===== config.mk =====
export PLATFORM = sky130hd
export DESIGN_NAME = fhs_top
export DESIGN_NICKNAME = d
export VERILOG_FILES = /design/src/hw/fhs_pkg.sv /design/src/hw/fhs_top.sv
export VERILOG_INCLUDE_DIRS = /design/src /design/src/hw
export SDC_FILE = /design/constraint.sdc
export NUM_CORES = 1
export LEC_CHECK = 0
export CAP_MARGIN = 20
export CORE_ASPECT_RATIO = 0.9
export CORE_MARGIN = 8
export CORE_UTILIZATION = 50
export CTS_CLUSTER_DIAMETER = 100
export CTS_CLUSTER_SIZE = 8
export DETAILED_ROUTE_END_ITERATION = 12
export DONT_BUFFER_PORTS = 1
export GPL_TIMING_DRIVEN = 0
export MAX_ROUTING_LAYER = met4
export PLACE_DENSITY_LB_ADDON = 0.15
export SLEW_MARGIN = 20
export SYNTH_ARGS = -nofsm -noshare
export SYNTH_HDL_FRONTEND = slang
export SYNTH_SLANG_ARGS = --single-unit
export TNS_END_PERCENT = 5

===== constraint.sdc =====
create_clock -name clk_sys -period 3.33 [get_ports clk_sys]
set_input_delay 0.666 -clock clk_sys [delete_from_list [all_inputs] [get_ports clk_sys]]
set_output_delay 0.666 -clock clk_sys [all_outputs]
set_load 0.02 [all_outputs]

===== src/hw/fhs_params.svh =====
`ifndef FHS_PARAMS_SVH
`define FHS_PARAMS_SVH

// register select codes
`define FHS_REG_CMD_STAT 2'h0
`define FHS_REG_TRACK    2'h1
`define FHS_REG_SECTOR   2'h2
`define FHS_REG_DATA     2'h3

// status bit positions
`define FHS_ST_BUSY  0
`define FHS_ST_DRQ   1
`define FHS_ST_INDEX 1
`define FHS_ST_LOST  2
`define FHS_ST_TRK0  2
`define FHS_ST_CRC   3
`define FHS_ST_SEEK  4
`define FHS_ST_HEAD  5

// command field positions
`define FHS_CMD_VERIFY  2
`define FHS_CMD_ENGAGE  2
`define FHS_CMD_HEADLD  3
`define FHS_CMD_UPDATE  4
`define FHS_CMD_WRITE   5
`define FHS_CMD_IMMED   3
`define FHS_CMD_ONINDEX 2
`define FHS_CMD_FORCE   4'hD
`define FHS_CMD_RESTORE 4'h0
`define FHS_CMD_SEEK    4'h1

// reset and preset values
`define FHS_RST_TRACK  8'h00
`define FHS_CRC_PRESET 16'hFFFF
`define FHS_CRC_POLY   16'h1021

// counts
`define FHS_SECTOR_BYTES 8'h80
`define FHS_ID_BYTES     8'h07
`define FHS_ID_TRACK_POS 8'h01
`define FHS_RESTORE_MAX  8'hFF
`define FHS_UNLOAD_IDX   2'h3
`define FHS_VERIFY_IDX   2'h2

// timing
`define FHS_CLK_MHZ          100
`define FHS_T_DIR_SETUP_US   24
`define FHS_T_STEP_PULSE_US  4
`define FHS_T_STEP_6_MS      6
`define FHS_T_STEP_10_MS     10
`define FHS_T_STEP_20_MS     20
`define FHS_T_STEP_TEST_US   400
`define FHS_T_SETTLE_MS      10
`define FHS_T_HEAD_MS        10
`define FHS_CYC_DIR_SETUP    (`FHS_T_DIR_SETUP_US * `FHS_CLK_MHZ)
`define FHS_CYC_STEP_PULSE   (`FHS_T_STEP_PULSE_US * `FHS_CLK_MHZ)
`define FHS_CYC_STEP_6       (`FHS_T_STEP_6_MS * 1000 * `FHS_CLK_MHZ)
`define FHS_CYC_STEP_10      (`FHS_T_STEP_10_MS * 1000 * `FHS_CLK_MHZ)
`define FHS_CYC_STEP_20      (`FHS_T_STEP_20_MS * 1000 * `FHS_CLK_MHZ)
`define FHS_CYC_STEP_TEST    (`FHS_T_STEP_TEST_US * `FHS_CLK_MHZ)
`define FHS_CYC_SETTLE       (`FHS_T_SETTLE_MS * 1000 * `FHS_CLK_MHZ)
`define FHS_CYC_HEAD         (`FHS_T_HEAD_MS * 1000 * `FHS_CLK_MHZ)

`endif


===== src/hw/fhs_pkg.sv =====
package fhs_pkg;

  typedef enum logic [2:0] {
    ST_IDLE   = 3'h0,
    ST_DIR    = 3'h1,
    ST_PULSE  = 3'h3,
    ST_WAIT   = 3'h2,
    ST_SETTLE = 3'h6,
    ST_HLD    = 3'h7,
    ST_VERIFY = 3'h5,
    ST_XFER   = 3'h4
  } fhs_fsm_e;

  typedef struct packed {
    logic       csN;
    logic       rdN;
    logic       wrN;
    logic [1:0] sel;
    logic [7:0] data;
    logic       tick;
    logic       rdat;
    logic       index;
    logic       motorType;
    logic       test;
    logic       engagedN;
    logic       trackZeroN;
  } fhs_pins_s;

  typedef struct packed {
    fhs_pins_s   s1;
    fhs_pins_s   s2;
    fhs_pins_s   prev;
    fhs_fsm_e    state;
    logic [7:0]  cmd;
    logic [7:0]  track;
    logic [7:0]  sector;
    logic [7:0]  data;
    logic [7:0]  shift;
    logic [7:0]  byteCnt;
    logic [7:0]  stepCnt;
    logic [15:0] crc;
    logic [21:0] cnt;
    logic [2:0]  bitCnt;
    logic [1:0]  phase;
    logic [1:0]  unloadIdx;
    logic [1:0]  verIdx;
    logic        dirIn;
    logic        stepPulse;
    logic        headLoad;
    logic        busy;
    logic        byte_request;
    logic        irq;
    logic        lost;
    logic        crcErr;
    logic        seekErr;
    logic        idxArm;
    logic        wrStarted;
    logic        idMatch;
    logic [7:0]  busOut;
    logic        busOe;
    logic        wrBit;
    logic        phA;
    logic        phB;
    logic        phC;
  } fhs_state_s;

endpackage : fhs_pkg


===== src/hw/fhs_top.sv =====
`include "fhs_params.svh"

// What this block does
// - select code picks status/command, track, sector, data
// - drive bus only on select plus read
// - command write-only, status read-only, meaning varies
// - command while busy aborts and interrupts
// - track counts up stepping in, down out
// - seek target comes from data register
// - read byte raises request, data read clears
// - unread byte overwritten sets lost data
// - write request on transfer, zero byte if late
// - interrupt on end, error, lost, force
// - ccitt crc preset ones from address mark
// - step period from rate field and strap
// - ten millisecond settle after last step
// - three phase sequence, phase one after reset
// - step/direction mode: pulse and direction pins
// - direction settled before step pulse
// - verify track number and crc after settle
// - verify mismatch sets seek error
// - head load until third idle index
// - head engage delay then sample engaged input
// - engage flag clear skips head delay
// - busy while executing, cleared on completion
module fhs_top
  import fhs_pkg::*;
#(
  parameter int unsigned StepCyc6    = `FHS_CYC_STEP_6,
  parameter int unsigned StepCyc10   = `FHS_CYC_STEP_10,
  parameter int unsigned StepCyc20   = `FHS_CYC_STEP_20,
  parameter int unsigned StepCycTest = `FHS_CYC_STEP_TEST,
  parameter int unsigned SettleCyc   = `FHS_CYC_SETTLE,
  parameter int unsigned HeadCyc     = `FHS_CYC_HEAD
) (
  input  wire logic       clk_sys,
  input  wire logic       sys_rst,
  input  wire logic       chipSelectN,
  input  wire logic       readStrobeN,
  input  wire logic       writeStrobeN,
  input  wire logic [1:0] regSelect,
  input  wire logic [7:0] hostBusLinesIn,
  output wire logic [7:0] hostBusLinesOut,
  output wire logic       hostBusLinesOe,
  output wire logic       byteRequest,
  output wire logic       irqOut,
  input  wire logic       diskReadSerial,
  input  wire logic       diskBitTick,
  output wire logic       diskWriteSerial,
  input  wire logic       indexPulse,
  input  wire logic       trackZeroN,
  input  wire logic       motorTypeSel,
  input  wire logic       testStrap,
  output wire logic       motorPhaseA,
  output wire logic       motorPhaseB,
  output wire logic       motorPhaseC,
  output wire logic       headLoadOut,
  input  wire logic       headEngagedInN
);

  fhs_state_s  st_q;
  fhs_state_s  st_d;
  fhs_pins_s   pinsIn;
  logic        rdAct;
  logic        wrAct;
  logic        rdStart;
  logic        wrStart;
  logic        tick;
  logic        idx;
  logic        byteDone;
  logic        typeI;
  logic        restore;
  logic        wantStep;
  logic        done;
  logic [7:0]  newByte;
  logic [15:0] crcNew;

  function automatic logic [15:0] crcStep(input logic [15:0] c, input logic b);
    crcStep = {c[14:0], 1'b0} ^ ((c[15] ^ b) ? `FHS_CRC_POLY : 16'h0000);
  endfunction : crcStep

  function automatic logic [21:0] stepCycles(input logic [1:0] rate, input logic test);
    if (!test) begin
      stepCycles = 22'(StepCycTest);
    end else begin
      case (rate)
        2'h0, 2'h1: stepCycles = 22'(StepCyc6);
        2'h2:       stepCycles = 22'(StepCyc10);
        default:    stepCycles = 22'(StepCyc20);
      endcase
    end
  endfunction : stepCycles

  function automatic logic [7:0] statusByte(input fhs_state_s s);
    statusByte = 8'h00;
    statusByte[`FHS_ST_BUSY] = s.busy;
    statusByte[`FHS_ST_CRC]  = s.crcErr;
    if (!s.cmd[7]) begin
      statusByte[`FHS_ST_INDEX] = s.s2.index;
      statusByte[`FHS_ST_TRK0]  = !s.s2.trackZeroN;
      statusByte[`FHS_ST_SEEK]  = s.seekErr;
      statusByte[`FHS_ST_HEAD]  = s.headLoad;
    end else begin
      statusByte[`FHS_ST_DRQ]  = s.byte_request;
      statusByte[`FHS_ST_LOST] = s.lost;
    end
  endfunction : statusByte

  assign pinsIn = '{csN: chipSelectN, rdN: readStrobeN, wrN: writeStrobeN,
                    sel: regSelect, data: hostBusLinesIn, tick: diskBitTick,
                    rdat: diskReadSerial, index: indexPulse, motorType: motorTypeSel,
                    test: testStrap, engagedN: headEngagedInN, trackZeroN: trackZeroN};

  always_comb begin
    st_d     = st_q;
    rdAct    = !st_q.s2.csN && !st_q.s2.rdN;
    wrAct    = !st_q.s2.csN && !st_q.s2.wrN;
    rdStart  = rdAct && (st_q.prev.csN || st_q.prev.rdN);
    wrStart  = wrAct && (st_q.prev.csN || st_q.prev.wrN);
    tick     = st_q.s2.tick && !st_q.prev.tick;
    idx      = st_q.s2.index && !st_q.prev.index;
    newByte  = {st_q.shift[6:0], st_q.s2.rdat};
    crcNew   = crcStep(st_q.crc, st_q.s2.rdat);
    byteDone = tick && (st_q.bitCnt == 3'h7);
    typeI    = !st_q.cmd[7];
    restore  = st_q.cmd[7:4] == `FHS_CMD_RESTORE;
    done     = 1'b0;
    case (st_q.cmd[7:4])
      `FHS_CMD_RESTORE: wantStep = st_q.s2.trackZeroN;
      `FHS_CMD_SEEK:    wantStep = st_q.track != st_q.data;
      default:          wantStep = st_q.stepCnt == 8'h00;
    endcase

    // pins pass two flops, third copy is for edges
    st_d.s1   = pinsIn;
    st_d.s2   = st_q.s1;
    st_d.prev = st_q.s2;
    st_d.cnt  = st_q.cnt + 22'h1;

    st_d.busOe = rdAct;
    case (st_q.s2.sel)
      `FHS_REG_CMD_STAT: st_d.busOut = statusByte(st_q);
      `FHS_REG_TRACK:    st_d.busOut = st_q.track;
      `FHS_REG_SECTOR:   st_d.busOut = st_q.sector;
      default:           st_d.busOut = st_q.data;
    endcase

    if (rdStart && st_q.s2.sel == `FHS_REG_CMD_STAT) begin
      st_d.irq = 1'b0;
    end
    if (rdStart && st_q.s2.sel == `FHS_REG_DATA) begin
      st_d.byte_request = 1'b0;
    end
    if (wrStart) begin
      case (st_q.s2.sel)
        `FHS_REG_TRACK:  st_d.track = st_q.s2.data;
        `FHS_REG_SECTOR: st_d.sector = st_q.s2.data;
        `FHS_REG_DATA: begin
          st_d.data = st_q.s2.data;
          st_d.byte_request  = 1'b0;
        end
        default: ;
      endcase
    end
    if (idx && st_q.idxArm) begin
      st_d.irq    = 1'b1;
      st_d.idxArm = 1'b0;
    end
    // head drops on the third index with no command running
    if (idx && st_q.headLoad && !st_q.busy) begin
      st_d.unloadIdx = st_q.unloadIdx + 2'h1;
      if (st_q.unloadIdx == `FHS_UNLOAD_IDX - 2'h1) begin
        st_d.headLoad = 1'b0;
      end
    end

    if (wrStart && st_q.s2.sel == `FHS_REG_CMD_STAT) begin
      st_d.cmd       = st_q.s2.data;
      st_d.cnt       = 22'h0;
      st_d.state     = ST_IDLE;
      st_d.stepPulse = 1'b0;
      st_d.idxArm    = 1'b0;
      st_d.unloadIdx = 2'h0;
      st_d.irq       = st_q.busy;
      if (st_q.s2.data[7:4] == `FHS_CMD_FORCE) begin
        st_d.busy   = 1'b0;
        st_d.byte_request    = 1'b0;
        st_d.irq    = st_q.busy || st_q.s2.data[`FHS_CMD_IMMED];
        st_d.idxArm = st_q.s2.data[`FHS_CMD_ONINDEX];
      end else if (!st_q.s2.data[7]) begin
        st_d.busy     = 1'b1;
        st_d.seekErr  = 1'b0;
        st_d.crcErr   = 1'b0;
        st_d.lost     = 1'b0;
        st_d.byte_request      = 1'b0;
        st_d.stepCnt  = 8'h00;
        st_d.headLoad = st_q.s2.data[`FHS_CMD_HEADLD];
        if (st_q.s2.data[6:5] == 2'h2) begin
          st_d.dirIn = 1'b1;
        end else if (st_q.s2.data[6:5] == 2'h3 || st_q.s2.data[6:4] == 3'h0) begin
          st_d.dirIn = 1'b0;
        end
      end else if (!st_q.s2.data[6]) begin
        st_d.busy      = 1'b1;
        st_d.seekErr   = 1'b0;
        st_d.crcErr    = 1'b0;
        st_d.lost      = 1'b0;
        st_d.bitCnt    = 3'h0;
        st_d.byteCnt   = 8'h00;
        st_d.wrStarted = 1'b0;
        if (st_q.s2.data[`FHS_CMD_ENGAGE]) begin
          st_d.headLoad = 1'b1;
          st_d.byte_request      = 1'b0;
          st_d.state    = ST_HLD;
        end else begin
          st_d.byte_request   = st_q.s2.data[`FHS_CMD_WRITE];
          st_d.state = ST_XFER;
        end
      end else begin
        st_d.busy = 1'b0;
        st_d.irq  = 1'b1;
      end
    end else begin
      case (st_q.state)
        ST_IDLE: begin
          if (st_q.busy && typeI) begin
            if (wantStep && !(restore && st_q.stepCnt == `FHS_RESTORE_MAX)) begin
              if (st_q.cmd[7:4] == `FHS_CMD_SEEK) begin
                st_d.dirIn = st_q.data > st_q.track;
              end
              st_d.state = ST_DIR;
              st_d.cnt   = 22'h0;
            end else begin
              if (restore && st_q.s2.trackZeroN) begin
                st_d.seekErr = 1'b1;
              end else if (restore) begin
                st_d.track = `FHS_RST_TRACK;
              end
              st_d.state = ST_SETTLE;
              st_d.cnt   = 22'h0;
            end
          end
        end
        ST_DIR: begin
          if (st_q.cnt == 22'(`FHS_CYC_DIR_SETUP - 1)) begin
            st_d.state     = ST_PULSE;
            st_d.cnt       = 22'h0;
            st_d.stepPulse = 1'b1;
            st_d.stepCnt   = st_q.stepCnt + 8'h01;
            if (st_q.dirIn) begin
              st_d.phase = (st_q.phase == 2'h2) ? 2'h0 : st_q.phase + 2'h1;
            end else begin
              st_d.phase = (st_q.phase == 2'h0) ? 2'h2 : st_q.phase - 2'h1;
            end
            if (st_q.cmd[7:5] == 3'h0 || st_q.cmd[`FHS_CMD_UPDATE]) begin
              st_d.track = st_q.dirIn ? st_q.track + 8'h01 : st_q.track - 8'h01;
            end
          end
        end
        ST_PULSE: begin
          if (st_q.cnt == 22'(`FHS_CYC_STEP_PULSE - 1)) begin
            st_d.stepPulse = 1'b0;
            st_d.state     = ST_WAIT;
            st_d.cnt       = 22'h0;
          end
        end
        ST_WAIT: begin
          if (st_q.cnt == stepCycles(st_q.cmd[1:0], st_q.s2.test) - 22'h1) begin
            st_d.state = ST_IDLE;
          end
        end
        ST_SETTLE: begin
          if (st_q.cnt == 22'(SettleCyc - 1)) begin
            if (st_q.cmd[`FHS_CMD_VERIFY]) begin
              st_d.headLoad = 1'b1;
              st_d.state    = ST_HLD;
              st_d.cnt      = 22'h0;
            end else begin
              done = 1'b1;
            end
          end
        end
        ST_HLD: begin
          if (st_q.cnt >= 22'(HeadCyc - 1)) begin
            st_d.cnt = st_q.cnt;
            if (!st_q.s2.engagedN) begin
              st_d.state     = typeI ? ST_VERIFY : ST_XFER;
              st_d.bitCnt    = 3'h0;
              st_d.byteCnt   = 8'h00;
              st_d.crc       = `FHS_CRC_PRESET;
              st_d.verIdx    = 2'h0;
              st_d.wrStarted = 1'b0;
              st_d.byte_request       = !typeI && st_q.cmd[`FHS_CMD_WRITE];
            end
          end
        end
        ST_VERIFY: begin
          if (tick) begin
            st_d.shift  = newByte;
            st_d.bitCnt = st_q.bitCnt + 3'h1;
            st_d.crc    = crcNew;
          end
          if (byteDone) begin
            st_d.byteCnt = st_q.byteCnt + 8'h01;
            if (st_q.byteCnt == `FHS_ID_TRACK_POS) begin
              st_d.idMatch = newByte == st_q.track;
            end
            if (st_q.byteCnt == `FHS_ID_BYTES - 8'h01) begin
              if (crcNew == 16'h0000) begin
                st_d.seekErr = !st_q.idMatch;
                done         = 1'b1;
              end else begin
                st_d.crcErr  = 1'b1;
                st_d.byteCnt = 8'h00;
                st_d.crc     = `FHS_CRC_PRESET;
              end
            end
          end
          if (idx) begin
            st_d.verIdx = st_q.verIdx + 2'h1;
            if (st_q.verIdx == `FHS_VERIFY_IDX - 2'h1) begin
              done = 1'b1;
            end
          end
        end
        ST_XFER: begin
          if (!st_q.cmd[`FHS_CMD_WRITE]) begin
            if (tick) begin
              st_d.shift  = newByte;
              st_d.bitCnt = st_q.bitCnt + 3'h1;
            end
            if (byteDone) begin
              if (st_q.byte_request) begin
                st_d.lost = 1'b1;
                st_d.irq  = 1'b1;
              end
              st_d.data    = newByte;
              st_d.byte_request     = 1'b1;
              st_d.byteCnt = st_q.byteCnt + 8'h01;
              if (st_q.byteCnt == `FHS_SECTOR_BYTES - 8'h01) begin
                done = 1'b1;
              end
            end
          end else if (!st_q.wrStarted) begin
            // nothing goes to the disk before the first byte is loaded
            if (!st_q.byte_request) begin
              st_d.wrStarted = 1'b1;
              st_d.shift     = st_q.data;
              st_d.byte_request       = 1'b1;
            end
          end else if (tick) begin
            st_d.wrBit  = st_q.shift[7];
            st_d.shift  = {st_q.shift[6:0], 1'b0};
            st_d.bitCnt = st_q.bitCnt + 3'h1;
            if (st_q.bitCnt == 3'h7) begin
              st_d.byteCnt = st_q.byteCnt + 8'h01;
              if (st_q.byteCnt == `FHS_SECTOR_BYTES - 8'h01) begin
                done = 1'b1;
              end else begin
                if (st_q.byte_request) begin
                  st_d.shift = 8'h00;
                  st_d.lost  = 1'b1;
                  st_d.irq   = 1'b1;
                end else begin
                  st_d.shift = st_q.data;
                end
                st_d.byte_request = 1'b1;
              end
            end
          end
        end
        default: st_d.state = ST_IDLE;
      endcase
      if (done) begin
        st_d.busy      = 1'b0;
        st_d.irq       = 1'b1;
        st_d.state     = ST_IDLE;
        st_d.unloadIdx = 2'h0;
      end
    end

    if (!st_q.s2.motorType) begin
      st_d.phA = st_d.phase != 2'h0;
      st_d.phB = st_d.phase != 2'h1;
      st_d.phC = st_d.phase != 2'h2;
    end else begin
      st_d.phA = !st_d.stepPulse;
      st_d.phB = st_d.dirIn;
      st_d.phC = 1'b1;
    end

    if (sys_rst) begin
      st_d      = '0;
      st_d.s1   = '1;
      st_d.s2   = '1;
      st_d.prev = '1;
      // mode pin reads three-phase until synced, so phase one holds after reset
      st_d.s1.motorType = 1'b0;
      st_d.s2.motorType = 1'b0;
      st_d.crc  = `FHS_CRC_PRESET;
      st_d.phB  = 1'b1;
      st_d.phC  = 1'b1;
    end
  end

  always_ff @(posedge clk_sys) begin
    st_q <= st_d;
  end

  assign hostBusLinesOut = st_q.busOut;
  assign hostBusLinesOe  = st_q.busOe;
  assign byteRequest     = st_q.byte_request;
  assign irqOut          = st_q.irq;
  assign diskWriteSerial = st_q.wrBit;
  assign motorPhaseA     = st_q.phA;
  assign motorPhaseB     = st_q.phB;
  assign motorPhaseC     = st_q.phC;
  assign headLoadOut     = st_q.headLoad;

endmodule : fhs_top


==> run summary, run 1 <==
For this configuration, the core starts out at a cell density of 0.511. The post-detailed-route wirelength per cell came out at 17.8 µm. The number of core rows came out at 45.

The synthesized area is about 8600 µm². STA classifies the critical path startpoint as a flip-flop. sky130_fd_sc_hd__dfxtp_1 is the most common cell in the netlist. The core region area is around 17000 µm². Setup repair after global routing left no endpoint under its margin. By count the netlist is led by sky130_fd_sc_hd__dfxtp_1, sky130_fd_sc_hd__nor2_1, sky130_fd_sc_hd__nand2_1.

The share of the clock period used by the worst path after layout is 0.929. The total overflow left after global routing is 0. The maximum buffer depth of the clock tree is 2.

The maximum fanout along the worst path came out at 10. The number of sinks on the clock net is 175. Of the cells placed in the final design, the portion with a size suffix greater than 1 is 0.111. The insertion delay to the later sink of the worst-skew pair came out at between 400 and 500 ps.

The worst path setup slack after routing is 236 ps. The DRC violation count after routing came out at 0. The pre-CTS setup slack came out at 132 ps.

The flop and latch count out of synthesis is between 150 and 200. Relative to the synthesized area, the layout overhead comes to 10.5%. The synthesized netlist net count came out at between 1k and 1.5k. The max-slew violation total from the final report is 0.

Yosys attributes the largest share of cell area to sky130_fd_sc_hd__dfxtp_1, sky130_fd_sc_hd__nor2_1, sky130_fd_sc_hd__mux2i_1. Summing over every cut layer, the via total after detailed routing is 7251. Among all flip-flop cells after synthesis, the most frequent one is sky130_fd_sc_hd__dfxtp_1. The count of distinct cell types in the synthesized netlist came out at 70. The count of inserted antenna diode cells is 0. Of all flip-flops after synthesis, the portion carrying an async set or reset was 0. The type of the tightest min-delay check is input port to flip-flop. Of the total power, the share spent switching nets is 0.295. The first detailed-routing pass ran for 5 iterations. The maximum clock frequency is ~320 MHz. In this run, synthesis inferred 0 flip-flops with an integrated enable. The static leakage is about 3.5 nW. Across the run, the number of max-cap violations was 0. Internal power comes to 3.36 mW.

The overall routing resource usage is 0.215. The maximum VDD drop is 367 µV. The sequential cell fraction of total power came out at 0.460. The clock share of power is 0.425. The final RePlAce weighted congestion is 0.932. Setup violations remaining at the end of the flow were counted as 0.

The endpoint arrival time on the critical path came out at roughly 3400 ps. The run finished with clean final reports. The cell type with the highest aggregate area in the netlist is sky130_fd_sc_hd__dfxtp_1. The final hold violation count was 0. The required time of the worst setup path is 3660 ps. TritonCTS built the clock tree. The power density over the cells is 502 nW/µm². The number of instances in the synthesized netlist came out at 1010. The number of DRC markers in iteration 0 came out at 705. The number of H-tree levels is 4.

The share of synthesized area in the top cell type comes to 0.407. The floorplan die width is 154 µm. The routed wire length came out at 22300 µm. The largest net degree at the start of global routing is 21.

The logic gate share of total power came out at 0.115. The detail-routed via count per cell is just under 6. Traced cell by cell, the critical path runs through clkbuf_1 > or3_1 > or4b_4 > nor4_1 > nand3_1 > and2_1 > o211ai_1 > clkbuf_2 > nor2_1. The minimum clock period after layout is 3090 ps. The total I/O pin count came out at 38.

The via count of the first global-routing pass was 6765. The category of the critical setup timing path is flip-flop to flip-flop. The smallest hold slack came out at 313 ps.

The worst setup path is captured at a flip-flop. The cell with the biggest individual delay on the critical path is sky130_fd_sc_hd__or4b_4. The clock-pin slew on the worst setup and hold paths is 80 ps. The vertical die dimension is about 140 µm. The share of the yosys chip area belonging to registers came out at 0.407. The HPWL after detailed placement is 16300 µm. For this run, the number of Yosys warnings is 0. For this run, the post-layout net count is 1080. The number of buffers created by CTS came out at 17. The final setup TNS came out at 0 ps. On the worst path, the slowest cell contributes a delay of 550 ps.

The relative max-transition margin is 0.366. The cell at the root of the clock tree is sky130_fd_sc_hd__clkbuf_16. The clock tree skew after final layout is 13.4 ps.

The total die area is ~22000 µm². The number of antenna violations at the first check in global routing is 0. For this design, the CTS-stage hold fixing added 0 buffers. The remaining number of nets flagged by the antenna check after routing came out at 0. The number of port buffers came out at 0. A synthesized cell averages 8.52 µm². For the pin with the worst max-slew slack, the measured transition is 942 ps.

The first global-routing pass estimated 35800 µm of wire. The net switching power figure came out at 1.41 mW.
-- power groups by stage --
stage	clock [mW]	sequential [mW]	combinational [mW]
6_report	2.02	2.19	0.547
5_1_grt	2.15	2.20	0.607
4_1_cts	2.05	2.19	0.535
3_5_place_dp	0	2.24	0.531
3_3_place_gp	0	2.24	0.525
2_1_floorplan	0	2.23	0.399
-- cell families after synthesis --
family | after synthesis | synth area share
xor gates and xnor gates | 53 | 0.0540
muxes | 44 | 0.0550
AOI/OAI and AO/OA | 204 | 0.160
DFF | 175 | 0.407
adders and majority gates | 28 | 0.0416
and+or+nand+nor | 399 | 0.230
buffers and inverters | 107 | 0.0524
-- flip-flops by register name, indices dropped and copies added, names as in the netlist --
name             flops
diskWriteSerial      1
motorPhaseC          1
irqOut               1
motorPhaseB          1
headLoadOut          1
newByte              8
st_q               151
hostBusLinesOut      8
motorPhaseA          1
hostBusLinesOe       1
byteRequest          1
-- stage by stage --
stage	instance area [µm²]	cells	power (mW)	utilization
floorplan	8600	1010	2.63	-
global placement	8870	1221	2.76	0.527
detailed placement	8880	1222	2.77	0.528
CTS	9500	1254	4.78	0.564
global route	9500	1254	4.96	0.565
finish	9500	1254	4.77	0.565
-- timing repair --
item                                    4_1_cts  5_1_grt
hold endpoints to repair                      0        0
endpoints found under the setup margin        0       21
resized for setup                             0        5
buffers inserted                              0        0
-- final cells by class --
cell class | instances | area [µm²]
well taps | 211 | 264
flip-flops and latches | 175 | 3500
multi-input cells | 728 | 4670
fillers | 1546 | 7330
plain buffers | 69 | 310
clock inverters | 15 | 186
clock buffers | 17 | 425
repair buffers | 1 | 5.00
inverters | 38 | 143
-- worst max-delay path: cells and delay by family, from the launching register on --
kind,cells,cell delay (ps)
AO/OA/AOI/OAI,1,370
flip-flops,1,300
AND/OR/NAND/NOR,6,1760
buffers and inverters,2,550
-- routing by layer --
metal | up-vias | GRT usage | routed length [µm]
met2 | 240 | 0.309 | 9590
met4 | 0 | 0.0639 | 325
met3 | 29 | 0.0437 | 1430
met1 | 3402 | 0.297 | 10900
li1 | 3580 | - | -
met5 | - | - | 0
-- final timing paths --
| check | depth (start not counted) | slack (ps) | to | from |
|---|---|---|---|---|
| worst max-delay path | 9 | 240 | st_q[42] | st_q[45] |
| worst max register to register | 9 | 240 | st_q[42] | st_q[45] |
| worst min register to register | 1 | 410 | st_q[155] | st_q[175] |
| worst min-delay path | 1 | 310 | st_q[182] | hostBusLinesIn[4] |
-- cells in the final DEF, fill, tap and decap left out, types with 10 or more instances in the layout --
master                        n
sky130_fd_sc_hd__a211oi_1    23
sky130_fd_sc_hd__or2_2       48
sky130_fd_sc_hd__nor3_1      21
sky130_fd_sc_hd__a21oi_1     55
sky130_fd_sc_hd__mux2i_1     36
sky130_fd_sc_hd__and2_1      10
sky130_fd_sc_hd__ha_1        27
sky130_fd_sc_hd__nand2_1     90
sky130_fd_sc_hd__nor2_1     114
sky130_fd_sc_hd__o21ai_0     16
sky130_fd_sc_hd__xnor2_1     35
sky130_fd_sc_hd__clkbuf_16   17
sky130_fd_sc_hd__inv_1       38
sky130_fd_sc_hd__clkbuf_1    50
sky130_fd_sc_hd__xor2_1      18
sky130_fd_sc_hd__dfxtp_1    175
sky130_fd_sc_hd__nand3_1     26
sky130_fd_sc_hd__nand4_1     18
sky130_fd_sc_hd__nor2b_1     14
sky130_fd_sc_hd__o22ai_1     26
Power figures use the tool's default switching activity.
==> inputs of run 2 (changes only) <==
ABC_AREA = 1   (was default)
==> run 2 against run 1 <==
Against the previous run: critical path depth rose by 1; sequential power rose by 9.1%; core utilization fell by 0.93 points; worst setup slack improved by 690 ps; die area rose by 15%; final area rose by 16%; sequential share of layout area fell by 5.1 points; largest cell class unchanged; routed wire length rose by 36%; combinational power rose by 100%.
==> run summary, run 2 <==
The footprint of the flip-flops and latches came out at 3500 µm² (unchanged). The clock-pin slew on the worst setup and hold paths is 70 ps (about the same). The count of distinct cell types in the synthesized netlist is 59 (-16%).

The synthesized netlist net count is 1528 (+44%). The number of sinks on the clock net is 175 (unchanged). Sorting the synthesized cells by how often they occur yields sky130_fd_sc_hd__nand2_1, sky130_fd_sc_hd__dfxtp_1, sky130_fd_sc_hd__inv_1. The worst stage delay on the critical path came out at 610 ps (+60 ps). The cell area after placement was 10400 µm² (+17%). The library cell used most frequently in the layout, excluding fill and tap cells, is sky130_fd_sc_hd__nand2_1.

The count of yosys warnings during synthesis came out at 0 (unchanged). The power density over the cells is 520 nW/µm² (+3.7%). The total overflow reported by the global router was 0 (unchanged).

The final net count is 1547 (+43%). The max-slew violation total from the final report was 0 (unchanged). The met1 track demand over resource in global routing was 0.360 (+0.0627).

The number of setup violations in the final report was 0 (unchanged). The fraction of post-synthesis cell area in the top cell type by area came out at 0.348 (-0.0589). The number of H-tree levels was 4 (unchanged). The worst path setup slack after routing is 928 ps (+692 ps). The path class of the tightest hold or removal check is input port to flip-flop. The share of the clock period used by the worst path after layout came to 0.721 (-0.208).

The synthesized area came out at 10100 µm² (+17%). The number of cells upsized or downsized after cts came out at 0 (unchanged). The remaining number of nets flagged by the antenna check after routing is 0 (unchanged). The final setup TNS came to 0 ps (unchanged). By instance count, the leading cell after synthesis is sky130_fd_sc_hd__nand2_1.

The total die area came out at 24900 µm² (+15%). The number of port buffers came to 0 (unchanged). The number of antenna violations at the first check in global routing is 0 (unchanged). The maximum VDD drop is 404 µV (+10%). The largest net degree at the start of global routing is 18 (-14%). The flop and latch count out of synthesis came out at 175 (unchanged). The final RePlAce weighted congestion came to 0.979 (+5.0%). The share of the yosys chip area belonging to registers is 0.348 (-0.0589). The run finished with clean final reports. The met3 capacity usage during global routing is 0.0519 (+0.00828).

The instance count along the most critical hold path came to 1 (unchanged). The maximum fanout along the worst path came out at 9 (-1). The combined buffer and inverter count along the critical path was 1 (-1). The via count of the first global-routing pass came out at 8842 (+31%). The hold buffer count at cts is 0 (unchanged). The setup slack on the worst flop-to-flop path came out at 930 ps (+690 ps).

The count of fill cells added during filler insertion was 1936 (+25%). The end of the worst register-to-register path is st_q[119]. The relative max-transition margin is 0.412 (+0.0457). The routed wire length is 30300 µm (+36%). The number of instances in the synthesized netlist came out at 1478 (+46%).

The signal on the critical path passes through inv_1 > ha_1 > a21oi_1 > nand2_1 > nand4_1 > nand3_1 > o21ai_0 > a21oi_1 > o21ai_1 > o21ai_0. The tree is rooted in a sky130_fd_sc_hd__clkbuf_16. The final core utilization came out at 0.555 (-0.00931). The DRC violation count after routing is 0 (unchanged). STA classifies the critical path endpoint as a flip-flop. The most used flip-flop cell after synthesis is sky130_fd_sc_hd__dfxtp_1. The met2 routing resource usage after global routing is 0.351 (+0.0419). The HPWL after detailed placement is 23500 µm (+44%). The core region area came to 19900 µm² (+18%). In this design, the largest share of critical-path delay is due to flip-flops.

The layer flagged by global routing as most heavily used is met1. The transition time of the tightest slew-check pin came to 882 ps (-59.8 ps). The multi-input logic area came out at 5570 µm² (+19%). The maximum buffer depth of the clock tree is 2 (unchanged). The category of the critical setup timing path is flip-flop to flip-flop. The endpoint arrival time on the critical path is 2690 ps (-730 ps). In the layout the commonest cells are sky130_fd_sc_hd__nand2_1, sky130_fd_sc_hd__dfxtp_1, sky130_fd_sc_hd__inv_1, sky130_fd_sc_hd__nor2_1, sky130_fd_sc_hd__o21ai_0. The insertion delay to the later sink of the worst-skew pair was 430 ps (-20 ps). The global-route wire length before repair is 47500 µm (+33%). The count of vias placed by the detailed router is 9811 (+35%). The smallest hold slack is 335 ps (+21.8 ps).

The worst setup path is launched from a flip-flop. The share of synthesized flip-flops with an asynchronous set or reset is 0 (unchanged). The post-CTS setup buffer count is 0 (unchanged).

The post-detailed-route wirelength per cell came out at 17.2 µm (-3.3%). The capturing instance or port of the critical path is st_q[119]. The number of core rows is 49 (+8.9%). The count of inserted antenna diode cells came out at 0 (unchanged). The launch point of the worst reg-to-reg path is st_q[24].

Tracing the worst setup path back leads to its startpoint at st_q[24]. The final hold violation count is 0 (unchanged). The number of buffers created by CTS is 17 (unchanged).

From synthesis to final layout, the design area changed by 9.67%. The static leakage came out at 4.71 nW (+36%). The overall routing resource usage was 0.252 (+0.0374). The number of DRC markers in iteration 0 came out at 1017 (+44%).

The starting density of the core is 0.506 (-0.00474). The number of synthesized flops with an enable pin is 0 (unchanged). The clock tree skew after final layout was 8.41 ps (-5.02 ps). The maximum clock frequency came out at 416 MHz (+29%). The post-layout instance area is 11000 µm² (+16%).

The total I/O pin count is 38 (unchanged). The TritonCTS clock tree is yes. The flip-flop count of the largest register, all copies and words added is 151 (unchanged). The number of iterations in the first detailed-routing pass came to 6 (+1).

The depth of the worst register-to-register path is 10 (+1). The detail-routed via count per cell came out at 5.56 (-3.9%). Setup repair after global routing left no endpoint under its margin.

The mean area per synthesized cell is 6.80 µm² (-20%). The number of max-cap violations came to 0 (unchanged). Ranked by total cell area, the synthesized netlist is headed by sky130_fd_sc_hd__dfxtp_1, sky130_fd_sc_hd__nand2_1, sky130_fd_sc_hd__inv_1. The cell type with the highest aggregate area in the netlist is sky130_fd_sc_hd__dfxtp_1. The floorplan die width is 165 µm (+7.3%). The fraction of final layout cells sized beyond drive strength 1 came out at 0.125 (+0.0133). The required time of the worst setup path came out at 3620 ps (-40 ps).

The path length in cells of the critical path is 10 (+1). The minimum clock period after layout was 2400 ps (-692 ps). The vertical die dimension came out at 151 µm (+7.2%). The pre-CTS setup slack was 762 ps (+631 ps). More flip-flops sit in one register than any other, and that register is st_q. The largest individual stage delay along the critical path comes from the cell sky130_fd_sc_hd__dfxtp_1.
run 2: cell count changes after synthesis, moves of 14 or more:
cell	change
sky130_fd_sc_hd__nand2_1	+240
sky130_fd_sc_hd__inv_1	+120
sky130_fd_sc_hd__o21ai_0	+101
sky130_fd_sc_hd__nand3_1	+62
sky130_fd_sc_hd__a21oi_1	+54
sky130_fd_sc_hd__mux2i_1	-36
sky130_fd_sc_hd__nor2_1	+30
sky130_fd_sc_hd__clkbuf_1	-28
sky130_fd_sc_hd__xnor2_1	-26
sky130_fd_sc_hd__inv_2	+23
sky130_fd_sc_hd__a211oi_1	-22
sky130_fd_sc_hd__o22ai_1	-18
sky130_fd_sc_hd__nor2b_1	-14
run 2: cell families after synthesis:
kind of cell,synth area share
XOR/XNOR,0.0208
AO/OA/AOI/OAI,0.170
buffers and inverters,0.0983
adder cells (fa/ha/maj),0.0356
AND/OR/NAND/NOR,0.327
flip-flops,0.348
run 2: worst register-to-register path: cells and delay by family, from the launching register on:
kind,cells,cell delay (ps)
adder cells (fa/ha/maj),1,440
AND/OR/NAND/NOR,3,290
buffers and inverters,1,350
flip-flops,1,610
AO/OA/AOI/OAI,5,560
run 2: layout make-up:
class | instances | area share
multi-input combinational | 1064 | 0.505
clock buffer | 18 | 0.0398
clock inverter | 14 | 0.0194
inverter | 183 | 0.0623
buffer | 56 | 0.0273
sequential | 175 | 0.318
tap | 255 | 0.0289
run 2: how the worst min path moves through the flow:
| stage | start | to | slack (ps) |
|---|---|---|---|
| final | diskBitTick | st_q[177] | 330 |
| after global routing | diskBitTick | st_q[177] | 310 |
| after CTS | diskReadSerial | st_q[176] | 320 |
| after detailed placement | st_q[172] | st_q[152] | 390 |
| after global placement | st_q[190] | st_q[170] | 390 |
| after floorplan | st_q[174] | st_q[154] | 390 |
run 2: power by group:
part	total (mW)	switching, mW	internal (mW)
clock network	2.24	0.936	1.31
registers	2.39	0.159	2.23
logic	1.10	0.750	0.354
total	5.74	1.85	3.89
run 2: metrics by stage:
stage	total power [mW]	instances
3_5_place_dp	3.52	1733
6_report	5.74	1765
5_1_grt	5.99	1765
2_1_floorplan	3.19	1478
4_1_cts	5.74	1765
3_3_place_gp	3.50	1733
run 2: layer usage:
| metal | up-vias | share of wire |
|---|---|---|
| li1 | 4875 | - |
| met1 | 4465 | 0.47 |
| met2 | 434 | 0.41 |
| met3 | 37 | 0.098 |
| met4 | 0 | 0.018 |
| met5 | - | 0 |
